===== src/rdl_pkg.sv =====
// package for the power-mode sequencer and emitter drive control
package rdl_pkg;
  // ==========================================================================
  // register offsets
  localparam logic [6:0] ADDR_RUN_CFG       = 7'h12;
  localparam logic [6:0] ADDR_MOTION        = 7'h02;
  localparam logic [6:0] ADDR_MOTION_ALT    = 7'h42;
  localparam logic [6:0] ADDR_RUN_IDLE      = 7'h13;
  localparam logic [6:0] ADDR_REST1_PERIOD  = 7'h14;
  localparam logic [6:0] ADDR_REST1_IDLE    = 7'h15;
  localparam logic [6:0] ADDR_REST2_PERIOD  = 7'h16;
  localparam logic [6:0] ADDR_REST2_IDLE    = 7'h17;
  localparam logic [6:0] ADDR_REST3_PERIOD  = 7'h18;
  localparam logic [6:0] ADDR_EMIT_CTRL     = 7'h1a;
  localparam logic [6:0] ADDR_EMIT_CTRL_CPL = 7'h1f;
  localparam logic [6:0] ADDR_OBSERVE       = 7'h2e;
  // ==========================================================================
  // reset values
  localparam logic [7:0] RST_RUN_CFG       = 8'h26;
  localparam logic [7:0] RST_RUN_IDLE      = 8'h04;
  localparam logic [7:0] RST_REST1_PERIOD  = 8'h01;
  localparam logic [7:0] RST_REST1_IDLE    = 8'h1f;
  localparam logic [7:0] RST_REST2_PERIOD  = 8'h09;
  localparam logic [7:0] RST_REST2_IDLE    = 8'h2f;
  localparam logic [7:0] RST_REST3_PERIOD  = 8'h31;
  localparam logic [7:0] RST_EMIT_CTRL     = 8'h00;
  localparam logic [7:0] RST_EMIT_CTRL_CPL = 8'h00;
  // ==========================================================================
  // field positions
  localparam int RANGE_MSB     = 7;
  localparam int RANGE_LSB     = 6;
  localparam int CAL_MSB       = 3;
  localparam int CAL_LSB       = 1;
  localparam int KILL_BIT      = 0;
  localparam int STAY_BIT      = 3;
  localparam int RUN_RATE_MSB  = 2;
  localparam int MODE_MSB      = 7;
  localparam int MODE_LSB      = 6;
  localparam int CFG_OK_BIT    = 5;
  localparam logic [2:0] CAL_CW  = 3'h5;
  localparam logic [2:0] CAL_OFF = 3'h0;
  localparam logic [1:0] RANGE_BAD = 2'h2;
  // ==========================================================================
  // timing
  localparam int SYS_CLK_HZ     = 100_000_000;
  localparam int MS_PER_S       = 1000;
  localparam int CYC_PER_MS     = SYS_CLK_HZ / MS_PER_S;
  localparam int RUN_BASE_MS    = 2;
  localparam int HIB_PERIOD_MS  = 10;
  localparam int RUN_MULT       = 8;
  localparam int REST1_MULT     = 16;
  localparam int REST2_MULT     = 128;
  // ==========================================================================
  // types
  typedef enum logic [1:0] {
    RDL_RUN,
    RDL_REST1,
    RDL_REST2,
    RDL_REST3
  } rdl_mode_t;
  typedef struct packed {
    logic       wr;
    logic       rd;
    logic [6:0] addr;
    logic [7:0] wdata;
  } rdl_req_t;
endpackage


===== src/rdl_core.sv =====
// power-mode sequencer and emitter drive control
`timescale 1ns/1ps
`default_nettype none
module rdl_core #(
  parameter int HIB_DIV = rdl_pkg::HIB_PERIOD_MS * rdl_pkg::CYC_PER_MS
) (
  input  wire logic             sys_clk,
  input  wire logic             reset,
  input  wire rdl_pkg::rdl_req_t req,
  output logic [7:0]            rdata,
  input  wire logic             motion_seen,
  output logic                  frame_strobe,
  output rdl_pkg::rdl_mode_t    power_mode,
  output logic                  emitter_cfg_ok,
  output logic                  emitter_enable_n
);
  initial begin
    if (HIB_DIV < 2) $error("HIB_DIV must be at least 2");
  end
  // ==========================================================================
  // registers
  logic [7:0] run_cfg_q, run_cfg_d;
  logic [7:0] run_idle_frames_q, run_idle_frames_d;
  logic [7:0] rest_one_period_q, rest_one_period_d;
  logic [7:0] rest_one_idle_frames_q, rest_one_idle_frames_d;
  logic [7:0] rest_two_period_q, rest_two_period_d;
  logic [7:0] rest_two_idle_frames_q, rest_two_idle_frames_d;
  logic [7:0] rest_three_period_q, rest_three_period_d;
  logic [7:0] emitter_drive_control_q, emitter_drive_control_d;
  logic [7:0] emitter_drive_cpl_q, emitter_drive_cpl_d;
  logic       motion_rd;
  assign motion_rd = req.rd && (req.addr == rdl_pkg::ADDR_MOTION ||
                                req.addr == rdl_pkg::ADDR_MOTION_ALT);
  always_comb begin
    run_cfg_d               = run_cfg_q;
    run_idle_frames_d       = run_idle_frames_q;
    rest_one_period_d       = rest_one_period_q;
    rest_one_idle_frames_d  = rest_one_idle_frames_q;
    rest_two_period_d       = rest_two_period_q;
    rest_two_idle_frames_d  = rest_two_idle_frames_q;
    rest_three_period_d     = rest_three_period_q;
    emitter_drive_control_d = emitter_drive_control_q;
    emitter_drive_cpl_d     = emitter_drive_cpl_q;
    if (req.wr) begin
      if (req.addr == rdl_pkg::ADDR_RUN_CFG) begin
        run_cfg_d = {1'b0, req.wdata[6:0]};
      end else if (req.addr == rdl_pkg::ADDR_RUN_IDLE) begin
        run_idle_frames_d = req.wdata;
      end else if (req.addr == rdl_pkg::ADDR_REST1_PERIOD) begin
        rest_one_period_d = req.wdata;
      end else if (req.addr == rdl_pkg::ADDR_REST1_IDLE) begin
        rest_one_idle_frames_d = req.wdata;
      end else if (req.addr == rdl_pkg::ADDR_REST2_PERIOD) begin
        rest_two_period_d = req.wdata;
      end else if (req.addr == rdl_pkg::ADDR_REST2_IDLE) begin
        rest_two_idle_frames_d = req.wdata;
      end else if (req.addr == rdl_pkg::ADDR_REST3_PERIOD) begin
        rest_three_period_d = req.wdata;
      end else if (req.addr == rdl_pkg::ADDR_EMIT_CTRL) begin
        emitter_drive_control_d = {req.wdata[7:6], 2'b00, req.wdata[3:0]};
      end else if (req.addr == rdl_pkg::ADDR_EMIT_CTRL_CPL) begin
        emitter_drive_cpl_d = {req.wdata[7:6], 6'h00};
      end
    end
    if (motion_rd) begin
      emitter_drive_control_d[rdl_pkg::CAL_MSB:rdl_pkg::CAL_LSB] = rdl_pkg::CAL_OFF;
    end
  end
  always_ff @(posedge sys_clk or posedge reset) begin
    if (reset) begin
      run_cfg_q               <= rdl_pkg::RST_RUN_CFG;
      run_idle_frames_q       <= rdl_pkg::RST_RUN_IDLE;
      rest_one_period_q       <= rdl_pkg::RST_REST1_PERIOD;
      rest_one_idle_frames_q  <= rdl_pkg::RST_REST1_IDLE;
      rest_two_period_q       <= rdl_pkg::RST_REST2_PERIOD;
      rest_two_idle_frames_q  <= rdl_pkg::RST_REST2_IDLE;
      rest_three_period_q     <= rdl_pkg::RST_REST3_PERIOD;
      emitter_drive_control_q <= rdl_pkg::RST_EMIT_CTRL;
      emitter_drive_cpl_q     <= rdl_pkg::RST_EMIT_CTRL_CPL;
    end else begin
      run_cfg_q               <= run_cfg_d;
      run_idle_frames_q       <= run_idle_frames_d;
      rest_one_period_q       <= rest_one_period_d;
      rest_one_idle_frames_q  <= rest_one_idle_frames_d;
      rest_two_period_q       <= rest_two_period_d;
      rest_two_idle_frames_q  <= rest_two_idle_frames_d;
      rest_three_period_q     <= rest_three_period_d;
      emitter_drive_control_q <= emitter_drive_control_d;
      emitter_drive_cpl_q     <= emitter_drive_cpl_d;
    end
  end
  // ==========================================================================
  // emitter drive
  logic [1:0] range_bits;
  logic [1:0] range_cpl;
  assign range_bits = emitter_drive_control_q[rdl_pkg::RANGE_MSB:rdl_pkg::RANGE_LSB];
  assign range_cpl  = emitter_drive_cpl_q[rdl_pkg::RANGE_MSB:rdl_pkg::RANGE_LSB];
  logic cfg_ok_d, cfg_ok_q;
  logic en_n_d, en_n_q;
  logic cw_mode;
  logic frame_tick;
  assign cw_mode = emitter_drive_control_q[rdl_pkg::CAL_MSB:rdl_pkg::CAL_LSB] == rdl_pkg::CAL_CW;
  always_comb begin
    cfg_ok_d = (range_bits == ~range_cpl) && (range_bits != rdl_pkg::RANGE_BAD);
    if (emitter_drive_control_q[rdl_pkg::KILL_BIT] || !cfg_ok_d) begin
      en_n_d = 1'b1;
    end else if (cw_mode) begin
      en_n_d = 1'b0;
    end else begin
      en_n_d = ~frame_tick;
    end
  end
  // ==========================================================================
  // frame timing
  localparam int HW = $clog2(HIB_DIV + 1);
  logic [HW-1:0]  hib_cnt_q, hib_cnt_d;
  logic           hib_tick;
  logic [7:0]     rest_cnt_q, rest_cnt_d;
  logic [19:0]    run_cnt_q, run_cnt_d;
  logic [19:0]    run_len;
  logic [7:0]     rest_code;
  logic [15:0]    idle_q, idle_d;
  logic [15:0]    idle_lim;
  rdl_pkg::rdl_mode_t mode_q, mode_d;
  assign hib_tick = hib_cnt_q == HW'(HIB_DIV - 1);
  always_comb begin
    run_len = 20'((32'(run_cfg_q[rdl_pkg::RUN_RATE_MSB:0]) + rdl_pkg::RUN_BASE_MS)
                  * rdl_pkg::CYC_PER_MS);
    case (mode_q)
      rdl_pkg::RDL_REST1: rest_code = rest_one_period_q;
      rdl_pkg::RDL_REST2: rest_code = rest_two_period_q;
      default:   rest_code = rest_three_period_q;
    endcase
    if (mode_q == rdl_pkg::RDL_RUN) begin
      frame_tick = run_cnt_q >= run_len - 20'h1;
    end else begin
      frame_tick = hib_tick && rest_cnt_q >= rest_code;
    end
    case (mode_q)
      rdl_pkg::RDL_RUN:   idle_lim = 16'(run_idle_frames_q) * 16'(rdl_pkg::RUN_MULT);
      rdl_pkg::RDL_REST1: idle_lim = 16'(rest_one_idle_frames_q)
                                     * 16'(rdl_pkg::REST1_MULT);
      default:   idle_lim = 16'(rest_two_idle_frames_q) * 16'(rdl_pkg::REST2_MULT);
    endcase
    hib_cnt_d  = hib_tick ? '0 : hib_cnt_q + HW'(1);
    run_cnt_d  = (mode_q != rdl_pkg::RDL_RUN || frame_tick) ? 20'h0 : run_cnt_q + 20'h1;
    rest_cnt_d = rest_cnt_q;
    if (mode_q == rdl_pkg::RDL_RUN || frame_tick) begin
      rest_cnt_d = 8'h0;
    end else if (hib_tick) begin
      rest_cnt_d = rest_cnt_q + 8'h1;
    end
    mode_d = mode_q;
    idle_d = idle_q;
    if (motion_seen) begin
      mode_d = rdl_pkg::RDL_RUN;
      idle_d = 16'h0;
    end else if (run_cfg_q[rdl_pkg::STAY_BIT]) begin
      mode_d = rdl_pkg::RDL_RUN;
      idle_d = 16'h0;
    end else if (frame_tick) begin
      if (mode_q != rdl_pkg::RDL_REST3 && idle_q + 16'h1 >= idle_lim) begin
        idle_d = 16'h0;
        case (mode_q)
          rdl_pkg::RDL_RUN:   mode_d = rdl_pkg::RDL_REST1;
          rdl_pkg::RDL_REST1: mode_d = rdl_pkg::RDL_REST2;
          default:            mode_d = rdl_pkg::RDL_REST3;
        endcase
      end else if (mode_q != rdl_pkg::RDL_REST3) begin
        idle_d = idle_q + 16'h1;
      end
    end
  end
  always_ff @(posedge sys_clk or posedge reset) begin
    if (reset) begin
      hib_cnt_q <= '0;
      run_cnt_q <= 20'h0;
      rest_cnt_q <= 8'h0;
      idle_q    <= 16'h0;
      mode_q    <= rdl_pkg::RDL_RUN;
      cfg_ok_q  <= 1'b0;
      en_n_q    <= 1'b1;
    end else begin
      hib_cnt_q <= hib_cnt_d;
      run_cnt_q <= run_cnt_d;
      rest_cnt_q <= rest_cnt_d;
      idle_q    <= idle_d;
      mode_q    <= mode_d;
      cfg_ok_q  <= cfg_ok_d;
      en_n_q    <= en_n_d;
    end
  end
  assign frame_strobe     = frame_tick;
  assign power_mode       = mode_q;
  assign emitter_cfg_ok   = cfg_ok_q;
  assign emitter_enable_n = en_n_q;
  // ==========================================================================
  // read mux
  always_comb begin
    rdata = 8'h00;
    if (req.addr == rdl_pkg::ADDR_RUN_CFG) begin
      rdata = run_cfg_q;
    end else if (req.addr == rdl_pkg::ADDR_MOTION || req.addr == rdl_pkg::ADDR_MOTION_ALT) begin
      rdata = 8'h00;
      rdata[rdl_pkg::CFG_OK_BIT] = cfg_ok_q;
    end else if (req.addr == rdl_pkg::ADDR_RUN_IDLE) begin
      rdata = run_idle_frames_q;
    end else if (req.addr == rdl_pkg::ADDR_REST1_PERIOD) begin
      rdata = rest_one_period_q;
    end else if (req.addr == rdl_pkg::ADDR_REST1_IDLE) begin
      rdata = rest_one_idle_frames_q;
    end else if (req.addr == rdl_pkg::ADDR_REST2_PERIOD) begin
      rdata = rest_two_period_q;
    end else if (req.addr == rdl_pkg::ADDR_REST2_IDLE) begin
      rdata = rest_two_idle_frames_q;
    end else if (req.addr == rdl_pkg::ADDR_REST3_PERIOD) begin
      rdata = rest_three_period_q;
    end else if (req.addr == rdl_pkg::ADDR_EMIT_CTRL) begin
      rdata = emitter_drive_control_q;
    end else if (req.addr == rdl_pkg::ADDR_EMIT_CTRL_CPL) begin
      rdata = emitter_drive_cpl_q;
    end else if (req.addr == rdl_pkg::ADDR_OBSERVE) begin
      rdata = {mode_q, 6'h00};
    end
  end
endmodule
`default_nettype wire


===== config.mk =====
export PLATFORM = sky130hd
export DESIGN_NAME = rdl_core
export DESIGN_NICKNAME = d
export VERILOG_FILES = /design/src/rdl_pkg.sv /design/src/rdl_core.sv
export SDC_FILE = /design/constraint.sdc
export NUM_CORES = 1
export LEC_CHECK = 0
export BUFFER_PORTS_ARGS = -buffer_cell sky130_fd_sc_hd__buf_2
export CAP_MARGIN = 20
export CORE_MARGIN = 10
export CORE_UTILIZATION = 57
export CTS_CLUSTER_DIAMETER = 40
export DETAILED_ROUTE_END_ITERATION = 8
export PLACE_DENSITY = 0.8
export SYNTH_ARGS = -nofsm -noshare
export SYNTH_HDL_FRONTEND = slang
export SYNTH_SLANG_ARGS = --single-unit

===== constraint.sdc =====
create_clock -name sys_clk -period 5.3 [get_ports sys_clk]
set_clock_uncertainty 0.05 [all_clocks]
set_input_delay 0.265 -clock sys_clk [delete_from_list [all_inputs] [get_ports sys_clk]]
set_output_delay 0.265 -clock sys_clk [all_outputs]
set_load 0.05 [all_outputs]

# After elaboration in Yosys (flattened, before gate mapping)
# Index checks and enable logic that the tools add are counted.
totals:
  word_cells: 132
  in_bits: 20
  out_inout_bits: 13
  register_bits: 131
op_classes:
  n_eq_ne: 26
  bitwise_logic: 10
  order_cmp: 3
  reduce_logical: 29
  mul: 1
  muxes: 40
  add_sub_neg: 6
ops:
  columns: ["operator", "n"]
  rows:
  - ["two-way mux 8 bit", 13]
  - ["two-way mux 16 bit", 5]
  - ["== test 7 x 5 -> 1 bit (second input constant)", 9]
  - ["adder 20 x 1 -> 20 bit (second input constant)", 2]
  - ["two-way mux 20 bit", 2]
  - ["two-way mux 4 bit", 9]
  - ["case mux 15 bit (2 select lines)", 1]
  - ["== test 20 bit (second input constant)", 1]
  - [">= comparator 20 bit", 1]
  - ["subtractor 20 x 1 -> 20 bit (second input constant)", 1]
  - ["!= test 2 bit (second input constant)", 9]
  - ["AND reduction 9 bit", 2]
  - ["adder 16 x 1 -> 16 bit (second input constant)", 1]
  - [">= comparator 16 bit", 1]
  - ["case mux 8 bit (2 select lines)", 1]
  - ["multiplier 4 x 12 -> 15 bit (second input constant)", 1]
  - ["AND reduction 10 bit", 1]
  - ["inverter 1 bit", 9]
  - ["adder 8 x 1 -> 8 bit (second input constant)", 1]
  - [">= comparator 8 bit", 1]
  - ["two-way mux 2 bit", 4]
  - ["AND reduction 8 bit", 1]
  - ["nonzero test 2 bit", 4]
  - ["== test 7 x 2 -> 1 bit (second input constant)", 1]
  - ["other kinds (23)", 34]

# Depth between registers and ports, before layout
logic_depth:
  word_depth: 12
  depth_mapped: 19
  mapped_depth_nobuf: 18

# Worst setup path before layout
# OpenSTA, ideal clock, no wires.
synth_timing:
  path_type: "reg2reg"
  from: "register run_cfg_q[1]"
  to: "register idle_q[3]"
  period_less_slack_ps: 4999
  n_path_buf: 0
  arrival_ps: 4824
  path_stages_with_launch: 19
  required_time_ps: 5125
  setup_slack_ps: 301
  setup_time_ps: 125
  path_cell_list: "dfstp_2 > inv_1 > ha_1 > xnor2_1 > ha_1 > ha_1 > nor3_1 > a2111oi_0 > o21ai_0 > xor2_1 > nand4_1 > xnor2_1 > ha_1 > o21ai_0 > nor2_1 > nor3b_1 > nand3_1 > a21oi_2 > mux2_2"
synth_via:
  elab_chain_len: 7
synth_rtl:
  columns: ["element", "line", "source"]
  rows:
  - ["from (decl)", "rdl_core.sv:22", "logic [7:0] run_cfg_q, run_cfg_d;"]
  - ["from (signal assigned)", "rdl_core.sv:71", "run_cfg_q <= rdl_pkg::RST_RUN_CFG;"]
  - ["from (signal assigned)", "rdl_core.sv:81", "run_cfg_q <= run_cfg_d;"]
  - ["adder 3 x 2 -> 4 bit", "rdl_core.sv:127", "run_len = 20'((32'(run_cfg_q[rdl_pkg::RUN_RATE_MSB:0]) + rdl_pkg::RUN_BASE_MS)"]
  - ["multiplier 4 x 12 -> 15 bit", "rdl_core.sv:128", "* rdl_pkg::CYC_PER_MS);"]
  - ["subtractor 20 x 1 -> 20 bit", "rdl_core.sv:135", "frame_tick = run_cnt_q >= run_len - 20'h1;"]
  - [">= comparator 20 bit", "rdl_core.sv:135", null]
  - ["two-way mux 1 bit", "rdl_core.sv:134", "if (mode_q == rdl_pkg::RDL_RUN) begin"]
  - ["nonzero test 3 bit (no source line)", null, null]
  - ["AND reduction 2 bit (no source line)", null, null]
  - ["to (signal assigned)", "rdl_core.sv:187", "idle_q <= idle_d;"]
  - ["to (decl)", "rdl_core.sv:122", "logic [15:0] idle_q, idle_d;"]
# No other way between the ends.
# A chain may end at the register's enable or synchronous reset.

# Final worst setup path
layout_timing:
  from: "register run_cfg_q[1]"
  to: "output port frame_strobe"
layout_via:
  elab_chain_len: 5
layout_rtl:
  columns: ["element", "line", "source"]
  rows:
  - ["adder 3 x 2 -> 4 bit", "rdl_core.sv:127", null]
  - ["multiplier 4 x 12 -> 15 bit", "rdl_core.sv:128", null]
  - ["subtractor 20 x 1 -> 20 bit", "rdl_core.sv:135", null]
  - [">= comparator 20 bit", "rdl_core.sv:135", null]
  - ["two-way mux 1 bit", "rdl_core.sv:134", null]
  - ["to (decl)", "rdl_core.sv:12", "output logic frame_strobe,"]
# No other way between the ends.

==> impl_results.md <==
* Critical Path Sink Type: primary output
* Syn nets at 930
* Post-synthesis simple-gate area fraction at 18.0%
* Final HPWL DP at 14,500 um
* Syn avg cell area at 9.85 um^2
* Max frequency at 198 MHz
* Yosys warning count at 0
* CORE AREA at 14,400 um^2
* Share of layout cells above drive strength 1 at 20.4%
* Max-cap viol count at 0
* Post-synthesis mux area share at 9.14%
* CTS max path bufs at 2
* Status: finished clean
* Num CTS Buffers at 17
* Post-layout util at 65.2%
* Kind of critical path: flip-flop to primary output
* Clk Latency, worst-skew pair at 0.44 ns
* Initial Utilization at 57.8%
* I/O pins at 33
* Worst-Margin Slew at 0.934 ns
* Clock Tree Root: clkbuf_16
* Setup TNS at 0 ns
* Die Wd at 141 um
* DR WL/cell at 19.2 um
* LEAKAGE at 4.30 nW
* DR vias at 6,788
* Via/cell ratio at 6.29
* Vias in the first global route at 6,591
* Initial drt markers at 839
* RSZ-0062 raised after global routing: false
* Reg clk slew, reported paths at 0.06 ns
* Worst Setup Start Kind: flip-flop
* Buffers on Ports at 32
* Placed instance area at 8680 um^2
* Seq/Total Area, Yosys at 39.6%
* Most frequent cells in the layout: dfrtp_1 (110), nor2_1 (86), mux2_2 (64)
* Remaining DRCs at 0
* Final hold slack at 0.142 ns
* Post-Synth Adder-Cell Area at 9.70%
* Crit share post-route at 95.3%
* Nets@finish at 966
* Gr usage total at 20.8%
* Slew margin rel. at 37.2%
* Die Ht at 141 um
* Cell area power density at 310 nW/um^2
* H-tree depth at 4
* Max VDD drop at 0.309 mV
* Post-synth EDFFs at 0
* Routed WL at 20,700 um
* Worst Path Required at 4.99 ns
* Worst-path fanout max at 7
* Synth Area in XOR/XNOR at 8.19%
* Hold crit path type: input pin to flip-flop
* Synth cell types at 64
* Largest net degree at the start of global routing at 84
* Final slew viol count at 0
* Syn Inst Count at 846
* Seq cells post-synth at 131
* Async SR Flop Fraction at 100%
* Fin crit period at 5.05 ns
* Final Hold Violating Endpoints at 0
* Die ar. at 19,900 um^2
* Final Cell Area at 9410 um^2
* Synth Flop Type: dfrtp_1
* CTS sink cnt at 131
* Placer Congestion at 0.929
* Crit path DAT at 4.74 ns
* Initial antenna violation count at 0
* # setup viols final at 0
* Commonest non-fill, non-tap cell in the layout: dfrtp_1
* Largest family of logic cells by synthesized area: simple AND/OR/NAND/NOR gates
* Diodes inserted at 0
* Post-synthesis compound-gate area fraction at 13.1%
* First-pass GRT wire length at 33,800 um
* Grt ovf at 0
* Synthesized area at 8340 um^2
* DRT antenna net count at 0
* DRT Pass-1 Iters at 7
* Standard-cell rows at 44
* Synth-to-Final Area Change at 12.9%
* TritonCTS clock tree: built
[layout make-up]
class,instances,area (um^2)
Fill cell,1158,5010
Clock buffer,17,425
Inverter,21,81.3
Clock inverter,15,189
Sequential cell,131,3300
Tap cell,184,230
Timing Repair Buffer,43,268
Multi-Input combinational cell,668,4910
[through the flow]
stage	std cells	total power [mW]	setup WS, ns
finish	1079	2.91	0.250
global route	1079	3.03	0.0183
CTS	1077	2.90	0.0000755
detailed placement	1043	1.66	0.154
global placement	1043	1.65	0.286
floorplan	846	1.52	0.301
[cells by family after synthesis]
family | Yosys count
AO/OA/AOI/OAI | 162
buffers and inverters | 47
flip-flops | 131
AND/OR/NAND/NOR | 296
XOR/XNOR | 78
multiplexers | 68
adder cells (fa/ha/maj) | 64
[cells in the mapped netlist (4+ instances only)]
master    count  area, um^2
dfrtp_1     110        2750
nor2_1       86         323
mux2_2       64         721
ha_1         63         788
nand2_1      57         214
o21ai_0      40         200
xnor2_1      40         350
nand3_1      39         195
a21oi_1      38         190
xor2_1       38         333
clkbuf_1     23        86.3
and3_1       21         131
dfstp_2      21         552
inv_1        21        78.8
nor3_1       20         100
nand4_1      16         100
a22oi_1      11        82.6
a211oi_1     10        75.1
a221o_1       8        80.1
o211ai_1      8        60.1
o21a_1        8        60.1
a222oi_1      7        70.1
a22o_1        7        61.3
nor4_1        7        43.8
and2_1        6        37.5
nand2b_1      6        37.5
nor2b_1       5        31.3
a211o_1       4        35.0
a21o_1        4        30.0
and4_1        4        35.0
or2_2         4        25.0
or3_1         4        25.0
or4_1         4        30.0
[routing by layer]
layer	GRT usage, %	up-vias	part of all wire (%)
met3	4.53	44	7.3
met4	7.12	0	1.9
met1	28.4	3307	45
li1	-	3156	-
met2	31.8	281	46
met5	0	-	0
[path summary, 6_finish.rpt]
kind                                   start                         end  slack (ns)  depth (start not counted)
min in group asynchronous              reset                  idle_q[15]        0.36                          3
max in group asynchronous              reset        run_idle_frames_q[5]        3.86                          4
worst max-delay path            run_cfg_q[1]                frame_strobe        0.25                         15
worst max register to register  run_cfg_q[1]                   idle_q[4]        0.48                         17
worst min-delay path                  req[0]  emitter_drive_control_q[0]        0.14                          3
worst min register to register  hib_cnt_q[0]                hib_cnt_q[0]        0.43                          1
[flip-flops by register name (all words and copies together), names as in the netlist, 7 cells and up]
register and count:
run_cfg_q 7, rest_two_period_q 8, run_cnt_q 20, rest_one_period_q 8, rest_two_idle_frames_q 8, rest_cnt_q 8
rest_one_idle_frames_q 8, idle_q 16, hib_cnt_q 20, rest_three_period_q 8, run_idle_frames_q 8
[where the power goes]
group / switching (mW) / leakage (nW) / internal, mW
registers: 0.0689 / 1.71 / 1.08
clock network: 0.525 / 0.296 / 0.717
logic: 0.320 / 2.30 / 0.207
[worst max-delay path, stage by stage, from the launching register on]
cell      delay, ns
dfstp_2        0.53
inv_1          0.13
fa_1           0.74
ha_1           0.35
nor4_4         0.24
nand2_1        0.11
or2_2          0.32
nor4_4         0.31
xor2_1         0.20
ha_1           0.27
a211oi_1       0.24
nor2_1         0.10
nor3b_2        0.21
nand3_2        0.14
and2_1         0.19
buf_2          0.22
[what timing repair did]
| action | CTS | global route |
|---|---|---|
| buffers inserted | 1 | 0 |
| resized for setup | 5 | 7 |
| pin swaps | 1 | 2 |
| endpoints found under the setup margin | 1 | 5 |
| hold buffers | 1 | 1 |
| hold endpoints to repair | 1 | 33 |
(Power assumes the default switching activity.)
